`config.mk`:
```
export PLATFORM = sky130hd
export DESIGN_NAME = cffb_bank
export DESIGN_NICKNAME = d
export VERILOG_FILES = /design/src/core/cffb_pkg.sv /design/src/core/cffb_confirm.sv /design/src/core/cffb_bank.sv
export SDC_FILE = /design/constraint.sdc
export NUM_CORES = 2
export LEC_CHECK = 0
export BUFFER_PORTS_ARGS = -buffer_cell sky130_fd_sc_hd__clkbuf_2
export CORE_MARGIN = 2
export CORE_UTILIZATION = 45
export CTS_CLUSTER_DIAMETER = 200
export CTS_CLUSTER_SIZE = 12
export DETAILED_ROUTE_END_ITERATION = 16
export SYNTH_ARGS = -nofsm -noshare
export SYNTH_HDL_FRONTEND = slang
export SYNTH_SLANG_ARGS = --single-unit
```
`constraint.sdc`:
```
create_clock -name pclk -period 6.14 [get_ports pclk]
set_input_delay 1.228 -clock pclk [delete_from_list [all_inputs] [get_ports pclk]]
set_output_delay 1.228 -clock pclk [all_outputs]
set_load 0.01 [all_outputs]
```
`src/core/cffb_pkg.sv`:
```
// constants, register map and field layout of the fault-flag bank
`default_nettype none
package cffb_pkg;
   // register indices; byte address is four times the index
   localparam logic [8:0] CFFB_IDX_OV_FLAGS = 9'h081;
   localparam logic [8:0] CFFB_IDX_UV_FLAGS = 9'h082;
   localparam logic [8:0] CFFB_IDX_WIRE_FLAGS = 9'h083;
   localparam logic [8:0] CFFB_IDX_TEMP_FLAGS = 9'h084;
   localparam logic [8:0] CFFB_IDX_GEN_FLAGS = 9'h085;
   localparam logic [8:0] CFFB_IDX_SETUP = 9'h086;
   localparam logic [8:0] CFFB_IDX_OV_LIMIT = 9'h087;
   localparam logic [8:0] CFFB_IDX_CTRL = 9'h0A0;
   localparam logic [8:0] CFFB_IDX_IRQ_STAT = 9'h0A1;
   localparam logic [8:0] CFFB_IDX_IRQ_MASK = 9'h0A2;

   // implemented bits of each register, reserved bits read zero
   localparam logic [15:0] CFFB_MASK_CELL = 16'h3FFF;
   localparam logic [15:0] CFFB_MASK_WIRE = 16'h7FFF;
   localparam logic [15:0] CFFB_MASK_TEMP = 16'h1F9F;
   localparam logic [15:0] CFFB_MASK_GEN = 16'h000F;
   localparam logic [15:0] CFFB_MASK_SETUP = 16'hCFFF;

   // reset values and clearing write values
   localparam logic [15:0] CFFB_RST_FLAGS = 16'h0000;
   localparam logic [15:0] CFFB_RST_SETUP = 16'h00B8;
   localparam logic [15:0] CFFB_RST_OV_LIMIT = 16'h7FFF;
   localparam logic [15:0] CFFB_CLR_ALL = 16'hFFFF;
   localparam logic [15:0] CFFB_CLR_GEN = 16'h000F;

   // fault setup fields
   localparam int CFFB_SCN_LSB = 0;
   localparam int CFFB_TOT_LSB = 4;
   localparam int CFFB_DIE_HEAT_TEST_ENABLE_BIT = 7;
   localparam int CFFB_THERMISTOR_TEST_ENABLE_LSB = 8;
   localparam int CFFB_GPIO_HEAT_TEST_ENABLE_LSB = 14;

   // over-temperature flag positions
   localparam int CFFB_TEMP_DIE_BIT = 0;
   localparam int CFFB_TEMP_THERM_LSB = 1;
   localparam int CFFB_TEMP_GPIO_LSB = 7;
   localparam int CFFB_TEMP_OPEN_LSB = 9;

   // general flag positions
   localparam int CFFB_GEN_UNDER_BIT = 0;
   localparam int CFFB_GEN_OVER_BIT = 1;
   localparam int CFFB_GEN_MEM_BIT = 2;
   localparam int CFFB_GEN_REG_BIT = 3;

   // confirmation channel map
   localparam int CFFB_CH_UV = 0;
   localparam int CFFB_CH_OV = 14;
   localparam int CFFB_CH_WIRE = 28;
   localparam int CFFB_CH_DIE = 43;
   localparam int CFFB_CH_THERM = 44;
   localparam int CFFB_CH_GPIO = 48;
   localparam int CFFB_CH_OPEN = 50;
   localparam int CFFB_CH_N = 54;

   // interrupt event bits, control bit
   localparam int CFFB_EV_UV = 0;
   localparam int CFFB_EV_OV = 1;
   localparam int CFFB_EV_WIRE = 2;
   localparam int CFFB_EV_TEMP = 3;
   localparam int CFFB_EV_GEN = 4;
   localparam int CFFB_EV_SCAN = 5;
   localparam int CFFB_EV_W = 6;
   localparam int CFFB_CTRL_OVR_BIT = 0;

   // scan timing
   localparam int unsigned CFFB_CLK_KHZ = 20000;
   localparam int unsigned CFFB_SCAN_BASE_MS = 16;
   localparam int unsigned CFFB_SCAN_BASE_CYCLES =
      CFFB_SCAN_BASE_MS * CFFB_CLK_KHZ;
endpackage : cffb_pkg
`default_nettype wire

```
`src/core/cffb_confirm.sv`:
```
// per-channel run counters that confirm a fault after consecutive samples
`timescale 1ns/100ps
`default_nettype none
module cffb_confirm #(
   parameter int N = 54,
   parameter int CW = 8
) (
   input wire logic pclk,
   input wire logic presetn,
   input wire logic ce,
   input wire logic sample_valid,
   input wire logic [N-1:0] sample,
   input wire logic [2:0] code,
   output logic [N-1:0] confirm
);
   typedef struct packed {
      logic [N-1:0][CW-1:0] cnt;
      logic [N-1:0] hit;
   } cffb_conf_state_t;

   cffb_conf_state_t st_reg;
   cffb_conf_state_t st_next;
   logic [CW-1:0] thr;

   // run length is two to the power of the code, 1 up to 128
   assign thr = CW'(1) << code;

   // count consecutive positives, hold at the threshold
   always_comb begin
      st_next = st_reg;
      st_next.hit = '0;
      if (sample_valid) begin
         for (int i = 0; i < N; i++) begin
            if (!sample[i]) begin
               st_next.cnt[i] = '0;
            end else if (st_reg.cnt[i] + CW'(1) >= thr) begin
               // holding keeps refiring after a clear, as the flag expects
               st_next.cnt[i] = thr;
               st_next.hit[i] = 1'b1;
            end else begin
               st_next.cnt[i] = st_reg.cnt[i] + CW'(1);
            end
         end
      end
   end

   always_ff @(posedge pclk or negedge presetn) begin
      if (!presetn) begin
         st_reg <= '0;
      end else if (ce) begin
         st_reg <= st_next;
      end
   end

   assign confirm = st_reg.hit;
endmodule : cffb_confirm
`default_nettype wire

```
`src/core/cffb_bank.sv`:
```
// fault-flag register bank with apb slave, scan timer and interrupt
//
// Chosen here: the APB interface to the registers.
`timescale 1ns/100ps
`default_nettype none
// Function
// - The wire break register holds fifteen flags, one per cell input pin.
// - Every fault flag resets to zero, sets on a fault and stays set.
// - Writing all ones to wire break or over-temperature flags clears them.
// - After the override command the next write replaces the flag contents.
// - Over-temperature flags sit at bits 0, 1 to 4, 7 to 8 and 9 to 12.
// - The die flag sets when die temperature exceeds its limit.
// - Writing 000F hex to the general register clears its four flags.
// - After each scan a memory signature is compared with the stored one.
// - The scan interval is 16 ms times two to the interval code.
// - A fault is confirmed after two to the code consecutive positives.
// - An enabled thermistor reading below the limit sets its heat flag.
// - The checksum summary is the OR of both checksum error flags.
// - The buffer summary is the OR of the underrun and overrun flags.
module cffb_bank
   import cffb_pkg::*;
#(
   parameter int unsigned SCAN_BASE_CYCLES = CFFB_SCAN_BASE_CYCLES,
   parameter int CELLS = 14,
   parameter int THERMS = 4
) (
   input wire logic pclk,
   input wire logic presetn,
   input wire logic ce,
   input wire logic psel,
   input wire logic penable,
   input wire logic pwrite,
   input wire logic [11:0] paddr,
   input wire logic [31:0] pwdata,
   output logic [31:0] prdata,
   output logic pready,
   output logic pslverr,
   input wire logic sample_valid,
   input wire logic [CELLS*16-1:0] cell_reading,
   input wire logic [CELLS-1:0] cell_low_voltage_sample,
   input wire logic [CELLS:0] cell_wire_break_sample,
   input wire logic [THERMS*16-1:0] thermistor_input,
   input wire logic [15:0] ext_temp_limit,
   input wire logic [15:0] die_temp,
   input wire logic [15:0] die_temp_limit,
   input wire logic [1:0] gpio_heat_sample,
   input wire logic [THERMS-1:0] thermistor_open_sample,
   input wire logic buffer_underrun_event,
   input wire logic buffer_overrun_event,
   input wire logic register_checksum_event,
   input wire logic mem_word_valid,
   input wire logic [15:0] mem_word,
   input wire logic mem_word_last,
   input wire logic [15:0] mem_signature,
   output logic scan_tick,
   output logic checksum_error_summary,
   output logic buffer_error_summary,
   output logic irq
);
   typedef struct packed {
      logic [15:0] uv;
      logic [15:0] ov;
      logic [15:0] wire_brk;
      logic [15:0] temp;
      logic [15:0] gen;
      logic [15:0] setup;
      logic [15:0] ov_limit;
      logic ovr_armed;
      logic [CFFB_EV_W-1:0] irq_stat;
      logic [CFFB_EV_W-1:0] irq_mask;
      logic [35:0] scan_cnt;
      logic scan_tick;
      logic [15:0] signature_checksum;
      logic [31:0] prdata;
      logic pready;
      logic pslverr;
      logic irq;
      logic cksum_sum;
      logic buf_sum;
   } cffb_state_t;

   cffb_state_t st_reg;
   cffb_state_t st_next;
   logic [CFFB_CH_N-1:0] raw;
   logic [CFFB_CH_N-1:0] hit;

   // map a byte address to a register index, flag unmapped ones
   function automatic logic [9:0] cffb_decode(input logic [11:0] a);
      logic [8:0] idx;
      logic ok;
      idx = a[10:2];
      ok = 1'b0;
      if (a[11] || a[1:0] != 2'b00) begin
         ok = 1'b0;
      end else if (idx >= CFFB_IDX_OV_FLAGS && idx <= CFFB_IDX_OV_LIMIT) begin
         ok = 1'b1;
      end else if (idx >= CFFB_IDX_CTRL && idx <= CFFB_IDX_IRQ_MASK) begin
         ok = 1'b1;
      end
      return {ok, idx};
   endfunction : cffb_decode

   // write effect on one flag register
   function automatic logic [15:0] cffb_flag_wr(input logic [15:0] cur,
                                                input logic [15:0] wd,
                                                input logic [15:0] clr,
                                                input logic [15:0] msk,
                                                input logic armed,
                                                input logic sel);
      logic [15:0] r;
      r = cur;
      if (sel && armed) begin
         r = wd & msk;
      end else if (sel && wd == clr) begin
         r = CFFB_RST_FLAGS;
      end
      return r;
   endfunction : cffb_flag_wr

   // signature register step over one memory word
   function automatic logic [15:0] cffb_signature_checksum(input logic [15:0] s,
                                             input logic [15:0] d);
      return {s[14:0], s[15] ^ s[13] ^ s[12] ^ s[10]} ^ d;
   endfunction : cffb_signature_checksum

   // raw per-sample fault conditions, die, thermistor and gpio heat ones gated by the test enables
   always_comb begin
      raw = '0;
      for (int i = 0; i < CELLS; i++) begin
         raw[CFFB_CH_UV + i] = cell_low_voltage_sample[i];
         raw[CFFB_CH_OV + i] = $signed(cell_reading[i*16 +: 16]) >
                               $signed(st_reg.ov_limit);
      end
      for (int i = 0; i <= CELLS; i++) begin
         raw[CFFB_CH_WIRE + i] = cell_wire_break_sample[i];
      end
      // lower thermistor reading means hotter
      for (int i = 0; i < THERMS; i++) begin
         raw[CFFB_CH_THERM + i] = st_reg.setup[CFFB_THERMISTOR_TEST_ENABLE_LSB + i] &&
            (thermistor_input[i*16 +: 16] < ext_temp_limit);
         raw[CFFB_CH_OPEN + i] = thermistor_open_sample[i];
      end
      raw[CFFB_CH_DIE] = st_reg.setup[CFFB_DIE_HEAT_TEST_ENABLE_BIT] &&
                         (die_temp > die_temp_limit);
      for (int i = 0; i < 2; i++) begin
         raw[CFFB_CH_GPIO + i] = st_reg.setup[CFFB_GPIO_HEAT_TEST_ENABLE_LSB + i] &&
                                 gpio_heat_sample[i];
      end
   end

   cffb_confirm #(
      .N(CFFB_CH_N),
      .CW(8)
   ) u_confirm (
      .pclk(pclk),
      .presetn(presetn),
      .ce(ce),
      .sample_valid(sample_valid),
      .sample(raw),
      .code(st_reg.setup[CFFB_TOT_LSB +: 3]),
      .confirm(hit)
   );

   // apb, register writes, flag setting, scan timer and interrupt
   always_comb begin
      logic [9:0] dec;
      logic done;
      logic wr;
      logic [15:0] wd;
      logic [15:0] rd;
      logic [15:0] set_uv;
      logic [15:0] set_ov;
      logic [15:0] set_wire;
      logic [15:0] set_temp;
      logic [15:0] set_gen;
      logic [CFFB_EV_W-1:0] ev;
      logic mem_err;
      st_next = st_reg;
      dec = cffb_decode(paddr);
      done = psel && penable && st_reg.pready;
      wr = done && pwrite && dec[9];
      wd = pwdata[15:0];
      rd = '0;
      set_uv = '0;
      set_ov = '0;
      set_wire = '0;
      set_temp = '0;
      set_gen = '0;
      ev = '0;
      mem_err = 1'b0;

      // setup phase latches read data; access ends one cycle later
      st_next.pready = 1'b0;
      if (psel && !penable) begin
         if (dec[8:0] == CFFB_IDX_OV_FLAGS) begin
            rd = st_reg.ov;
         end else if (dec[8:0] == CFFB_IDX_UV_FLAGS) begin
            rd = st_reg.uv;
         end else if (dec[8:0] == CFFB_IDX_WIRE_FLAGS) begin
            rd = st_reg.wire_brk;
         end else if (dec[8:0] == CFFB_IDX_TEMP_FLAGS) begin
            rd = st_reg.temp;
         end else if (dec[8:0] == CFFB_IDX_GEN_FLAGS) begin
            rd = st_reg.gen;
         end else if (dec[8:0] == CFFB_IDX_SETUP) begin
            rd = st_reg.setup;
         end else if (dec[8:0] == CFFB_IDX_OV_LIMIT) begin
            rd = st_reg.ov_limit;
         end else if (dec[8:0] == CFFB_IDX_CTRL) begin
            rd[CFFB_CTRL_OVR_BIT] = st_reg.ovr_armed;
         end else if (dec[8:0] == CFFB_IDX_IRQ_STAT) begin
            rd[CFFB_EV_W-1:0] = st_reg.irq_stat;
         end else if (dec[8:0] == CFFB_IDX_IRQ_MASK) begin
            rd[CFFB_EV_W-1:0] = st_reg.irq_mask;
         end
         st_next.prdata = {16'h0000, dec[9] ? rd : 16'h0000};
         st_next.pslverr = !dec[9];
         st_next.pready = 1'b1;
      end

      // plain register writes
      if (wr && dec[8:0] == CFFB_IDX_SETUP) begin
         st_next.setup = wd & CFFB_MASK_SETUP;
      end
      if (wr && dec[8:0] == CFFB_IDX_OV_LIMIT) begin
         st_next.ov_limit = wd;
      end
      if (wr && dec[8:0] == CFFB_IDX_IRQ_MASK) begin
         st_next.irq_mask = wd[CFFB_EV_W-1:0];
      end

      // flag registers: clear or direct write first, then new sets on top
      st_next.uv = cffb_flag_wr(st_reg.uv, wd, CFFB_CLR_ALL, CFFB_MASK_CELL,
         st_reg.ovr_armed, wr && dec[8:0] == CFFB_IDX_UV_FLAGS);
      st_next.ov = cffb_flag_wr(st_reg.ov, wd, CFFB_CLR_ALL, CFFB_MASK_CELL,
         st_reg.ovr_armed, wr && dec[8:0] == CFFB_IDX_OV_FLAGS);
      st_next.wire_brk = cffb_flag_wr(st_reg.wire_brk, wd, CFFB_CLR_ALL,
         CFFB_MASK_WIRE, st_reg.ovr_armed,
         wr && dec[8:0] == CFFB_IDX_WIRE_FLAGS);
      st_next.temp = cffb_flag_wr(st_reg.temp, wd, CFFB_CLR_ALL,
         CFFB_MASK_TEMP, st_reg.ovr_armed,
         wr && dec[8:0] == CFFB_IDX_TEMP_FLAGS);
      st_next.gen = cffb_flag_wr(st_reg.gen, wd, CFFB_CLR_GEN, CFFB_MASK_GEN,
         st_reg.ovr_armed, wr && dec[8:0] == CFFB_IDX_GEN_FLAGS);

      // override arms on the command, any other accepted write consumes it
      if (wr && dec[8:0] == CFFB_IDX_CTRL) begin
         st_next.ovr_armed = wd[CFFB_CTRL_OVR_BIT];
      end else if (wr) begin
         st_next.ovr_armed = 1'b0;
      end

      // confirmed faults
      set_uv[CELLS-1:0] = hit[CFFB_CH_UV +: CELLS];
      set_ov[CELLS-1:0] = hit[CFFB_CH_OV +: CELLS];
      set_wire[CELLS:0] = hit[CFFB_CH_WIRE +: CELLS + 1];
      set_temp[CFFB_TEMP_DIE_BIT] = hit[CFFB_CH_DIE];
      set_temp[CFFB_TEMP_THERM_LSB +: THERMS] = hit[CFFB_CH_THERM +: THERMS];
      set_temp[CFFB_TEMP_GPIO_LSB +: 2] = hit[CFFB_CH_GPIO +: 2];
      set_temp[CFFB_TEMP_OPEN_LSB +: THERMS] = hit[CFFB_CH_OPEN +: THERMS];

      // memory signature accumulates after each scan tick
      if (st_reg.scan_tick) begin
         st_next.signature_checksum = '0;
      end else if (mem_word_valid) begin
         st_next.signature_checksum = cffb_signature_checksum(st_reg.signature_checksum, mem_word);
         mem_err = mem_word_last &&
                   cffb_signature_checksum(st_reg.signature_checksum, mem_word) != mem_signature;
      end
      set_gen[CFFB_GEN_UNDER_BIT] = buffer_underrun_event;
      set_gen[CFFB_GEN_OVER_BIT] = buffer_overrun_event;
      set_gen[CFFB_GEN_MEM_BIT] = mem_err;
      set_gen[CFFB_GEN_REG_BIT] = register_checksum_event;

      // a set in the same cycle as a clear wins
      st_next.uv = st_next.uv | set_uv;
      st_next.ov = st_next.ov | set_ov;
      st_next.wire_brk = st_next.wire_brk | set_wire;
      st_next.temp = st_next.temp | set_temp;
      st_next.gen = st_next.gen | set_gen;

      // scan interval timer, reload from the current code
      st_next.scan_tick = 1'b0;
      if (st_reg.scan_cnt == '0) begin
         st_next.scan_cnt = (36'(SCAN_BASE_CYCLES) <<
                             st_reg.setup[CFFB_SCN_LSB +: 4]) - 36'h1;
         st_next.scan_tick = 1'b1;
      end else begin
         st_next.scan_cnt = st_reg.scan_cnt - 36'h1;
      end

      // sticky events, write one to clear, set wins
      ev[CFFB_EV_UV] = |set_uv;
      ev[CFFB_EV_OV] = |set_ov;
      ev[CFFB_EV_WIRE] = |set_wire;
      ev[CFFB_EV_TEMP] = |set_temp;
      ev[CFFB_EV_GEN] = |set_gen;
      ev[CFFB_EV_SCAN] = st_reg.scan_tick;
      if (wr && dec[8:0] == CFFB_IDX_IRQ_STAT) begin
         st_next.irq_stat = st_reg.irq_stat & ~wd[CFFB_EV_W-1:0];
      end
      st_next.irq_stat = st_next.irq_stat | ev;
      st_next.irq = |(st_next.irq_stat & st_next.irq_mask);

      // summary bits follow the flags they combine
      st_next.cksum_sum = st_next.gen[CFFB_GEN_REG_BIT] |
                          st_next.gen[CFFB_GEN_MEM_BIT];
      st_next.buf_sum = st_next.gen[CFFB_GEN_UNDER_BIT] |
                        st_next.gen[CFFB_GEN_OVER_BIT];
   end

   // single state register; first scan tick comes right after reset
   always_ff @(posedge pclk or negedge presetn) begin
      if (!presetn) begin
         st_reg <= '0;
         st_reg.setup <= CFFB_RST_SETUP;
         st_reg.ov_limit <= CFFB_RST_OV_LIMIT;
      end else if (ce) begin
         st_reg <= st_next;
      end
   end

   // outputs straight from the state register
   assign prdata = st_reg.prdata;
   assign pready = st_reg.pready;
   assign pslverr = st_reg.pslverr;
   assign scan_tick = st_reg.scan_tick;
   assign checksum_error_summary = st_reg.cksum_sum;
   assign buffer_error_summary = st_reg.buf_sum;
   assign irq = st_reg.irq;
endmodule : cffb_bank
`default_nettype wire

```
==> run summary <==
===========================================================================================
Largest net degree at the start of global routing ............................          159
Leading cell types by count after synthesis .................................. 791 x sky130_fd_sc_hd__ha_1, 642 x sky130_fd_sc_hd__dfrtp_1, 599 x sky130_fd_sc_hd__nand2_1
Vias in the first global route ...............................................        46.8k
Clock network power share ....................................................        0.242
Path class of the lowest-slack min-delay path ................................ flip-flop to flip-flop
Total Routed Length ..........................................................       182 mm
CTS sink count ...............................................................          661
Die width ....................................................................       357 µm
TritonCTS clock tree .........................................................          yes
Slew @ Worst Pin .............................................................      1.29 ns
Synthesis warning total ......................................................            0
Final worst path period need .................................................      4.32 ns
Max FFs per register .........................................................          432
Mapped Cells .................................................................        6,114
Run status ................................................................... finished, final reports clean
Top post-synthesis cells by area ............................................. sky130_fd_sc_hd__dfrtp_1 29%, sky130_fd_sc_hd__ha_1 18%, sky130_fd_sc_hd__mux2i_1 6.8%
FF/Latch Area ................................................................   16,600 µm²
Seq/Total Area, Yosys ........................................................        0.296
Max-capacitance violation count ..............................................            0
Most used flip-flop cell after synthesis ..................................... sky130_fd_sc_hd__dfrtp_1
Critical path launch point type ..............................................    flip-flop
Most used standard cell by instance count after synthesis .................... sky130_fd_sc_hd__ha_1
Htree depth ..................................................................            2
Worst clock skew .............................................................    0.0327 ns
Crit-path max FO .............................................................           48
Sequence of cells on the critical path ....................................... or3_4, inv_4, buf_12, ha_1, nand2b_1, a21o_1, a21oi_1, o21ai_0, o41a_1, mux2_2, a22o_1
Die Footprint ................................................................  127,000 µm²
Wire length of the first global-routing pass .................................       279 mm
Required arrival time at the worst endpoint ..................................      6.74 ns
Largest family of logic cells by synthesized area ............................ compound AO/OA/AOI/OAI gates
Register-to-register setup slack .............................................      1.82 ns
Number of antenna violations at the first check in global routing ............           14
Psw ..........................................................................      5650 µW
Global-route usage over all layers ...........................................        0.278
Post-synthesis compound-gate area fraction ...................................        0.201
Top-area cell type share of the netlist area .................................        0.287
Post-synthesis adder-cell area fraction ......................................        0.177
Internal power of the cells ..................................................      9270 µW
Number of inserted filler cells in the final layout ..........................        11.8k
Count of vias placed by the detailed router ..................................        48.6k
Number of max-slew violations in the final report ............................            0
Unrepaired setup endpoints after global routing ..............................           no
Category of the worst setup path capture point ...............................    flip-flop
Kind of critical path ........................................................ flip-flop to flip-flop
Mux contribution to synthesized area .........................................       0.0857
Area of combinational cells with multiple inputs .............................   37,800 µm²
Standard-cell rows ...........................................................          129
Clock latency on the worst-skew pair .........................................      0.71 ns
Setup Fix Bufs, Post-CTS .....................................................            0
Cell with the biggest individual delay on the critical path .................. sky130_fd_sc_hd__or3_4
Relative slew slack ..........................................................        0.135
Initial Util .................................................................        0.453
End-of-flow core utilization .................................................        0.497
Post-synthesis cell type count ...............................................           94
Final hold viol count ........................................................            0
Avg Vias per Cell ............................................................         6.03
P per Cell Area ..............................................................   243 nW/µm²
Routability cong. ............................................................        0.953
Post-synthesis xor/xnor area fraction ........................................       0.0607
Final routed DRC violation total .............................................            0
Share of flip-flops with an asynchronous set or reset after synthesis ........         1.00
Number of synthesized flops with an enable pin ...............................            0
Synthesized area .............................................................   56,000 µm²
Proportion of power drawn by flip-flops and latches ..........................        0.366
Top Ports ....................................................................          497
Global route overflow ........................................................            0
Arrival @ worst endpoint .....................................................      4.92 ns
Number of buffer cells added on primary ports ................................          464
CTS Hold Bufs ................................................................            0
Number of nets in the finished design ........................................        7,658
Reg clk slew, reported paths .................................................      0.07 ns
Total length of routed met3 wires ............................................      10.5 mm
Logic pwr share ..............................................................        0.391
Leakage power total ..........................................................    0.0295 µW
Half-perimeter wire length of the detailed placement result ..................       123 mm
Peak ir drop on the vdd network ..............................................       234 µV
Post-cts gate resize count ...................................................            0
Core area ....................................................................  124,000 µm²
Switching share of total power ...............................................        0.378
Detailed-route wire length on metal 1 ........................................      80.4 mm
WL/cell ......................................................................      22.5 µm
Length of routed met2 wiring .................................................      84.4 mm
Share of final-layout standard cells stronger than drive strength 1 ..........        0.122
Total clock buffers created by CTS ...........................................           61
Overall die height ...........................................................       357 µm
Antenna violation net count after detailed routing ...........................            0
Top layer used by detailed routing ...........................................         met5
Slowest cell delay on critical path ..........................................      0.66 ns
Largest area contributor in the netlist ...................................... sky130_fd_sc_hd__dfrtp_1
Final TNS setup ..............................................................         0 ns
Post-synthesis area per instance .............................................     9.16 µm²
Count of final setup violators ...............................................            0
Clock root buffer ............................................................ sky130_fd_sc_hd__clkbuf_16
Clock Path Buffers ...........................................................            3
Number of design-rule violations left by the first detailed-router iteration .        3,825
Simple-gate share of the synthesized area ....................................        0.148
Post-route fraction of the period consumed by the critical path ..............        0.704
Pre-Repair DR Iteration Count ................................................            6
Area delta synth->final ......................................................        9.64%
F_max ........................................................................      231 MHz
Number of synthesized register bits ..........................................          661
===========================================================================================
## critical path, delay by kind of cell (launching register included)
family | cells | cell delay (ns)
compound gates | 5 | 1.14
mux | 1 | 0.35
flops | 1 | 0.55
simple gates | 2 | 0.81
buf+inv | 2 | 1.01
fa+ha+maj | 1 | 0.29
## layer usage
layer	up-vias	global-route usage
met2	1441	0.460
met3	307	0.0343
met4	8	0.103
met5	-	0
met1	23700	0.373
li1	23100	-
## path summary, 6_finish.rpt
path | startpoint | endpoint | cells after the start
worst max-delay path | st_reg[125]$_DFFE_PN0P_ | u_confirm.st_reg[236]$_DFFE_PN0P_ | 11
worst min-delay path | st_reg[84]$_DFFE_PN0P_ | st_reg[84]$_DFFE_PN0P_ | 1
worst max register to register | st_reg[125]$_DFFE_PN0P_ | u_confirm.st_reg[236]$_DFFE_PN0P_ | 11
worst min register to register | st_reg[84]$_DFFE_PN0P_ | st_reg[84]$_DFFE_PN0P_ | 1
max in group asynchronous | presetn | u_confirm.st_reg[153]$_DFFE_PN0P_ | 2
min in group asynchronous | presetn | st_reg[48]$_DFFE_PN0P_ | 1
## metrics by stage
stage	worst slack (ns)	area [µm²]	power (µW)	std cells	hold slack (ns)
3_5_place_dp	1.81	59700	11300	7982	0.447
4_1_cts	1.83	61400	15000	8063	0.462
2_1_floorplan	1.37	56100	9860	6129	0.429
5_1_grt	1.67	61400	15900	8071	0.504
6_report	1.82	61400	14900	8074	0.464
3_3_place_gp	1.83	59700	11200	7982	0.446
## placed cells by master (no fill, tap or decap), types with 73 or more instances in the layout
| cell | n |
|---|---|
| sky130_fd_sc_hd__nand3_1 | 213 |
| sky130_fd_sc_hd__o21ai_0 | 548 |
| sky130_fd_sc_hd__xnor2_1 | 174 |
| sky130_fd_sc_hd__a21o_1 | 123 |
| sky130_fd_sc_hd__ha_1 | 791 |
| sky130_fd_sc_hd__mux2_2 | 87 |
| sky130_fd_sc_hd__o2bb2ai_1 | 226 |
| sky130_fd_sc_hd__nand2_1 | 598 |
| sky130_fd_sc_hd__a21oi_1 | 191 |
| sky130_fd_sc_hd__nor2_1 | 349 |
| sky130_fd_sc_hd__clkbuf_2 | 462 |
| sky130_fd_sc_hd__mux2i_1 | 379 |
| sky130_fd_sc_hd__xor2_1 | 186 |
| sky130_fd_sc_hd__nor2b_1 | 82 |
| sky130_fd_sc_hd__dfrtp_1 | 642 |
| sky130_fd_sc_hd__a22o_1 | 79 |
| sky130_fd_sc_hd__a31oi_1 | 107 |
| sky130_fd_sc_hd__nand2b_1 | 120 |
| sky130_fd_sc_hd__o21a_1 | 73 |
| sky130_fd_sc_hd__inv_1 | 139 |
## cell type report
| type | instances | area share |
|---|---|---|
| timing repair buffer | 506 | 0.0449 |
| sequential | 661 | 0.270 |
| multi-input combinational | 5028 | 0.615 |
| antenna | 11 | 0.000448 |
| clock inverter | 3 | 0.000774 |
| inverter | 150 | 0.00957 |
| tap | 1637 | 0.0333 |
| clock buffer | 78 | 0.0262 |
## power groups by stage
stage	clock network, µW	registers (µW)	logic (µW)
3_5_place_dp	0	5520	5810
2_1_floorplan	0	5260	4590
3_3_place_gp	0	5510	5710
6_report	3610	5470	5840
5_1_grt	3870	5520	6490
4_1_cts	3710	5450	5850
## cells by family (layout without fill, tap and decap cells)
logic type / count (synthesis) / count (layout)
simple gates: 1717 / 1717
compound gates: 1665 / 1665
fa+ha+maj: 791 / 791
flops: 661 / 661
mux: 468 / 468
buf+inv: 440 / 737
xor+xnor: 371 / 371
other cells: 1 / 27
(Power assumes the default switching activity.)
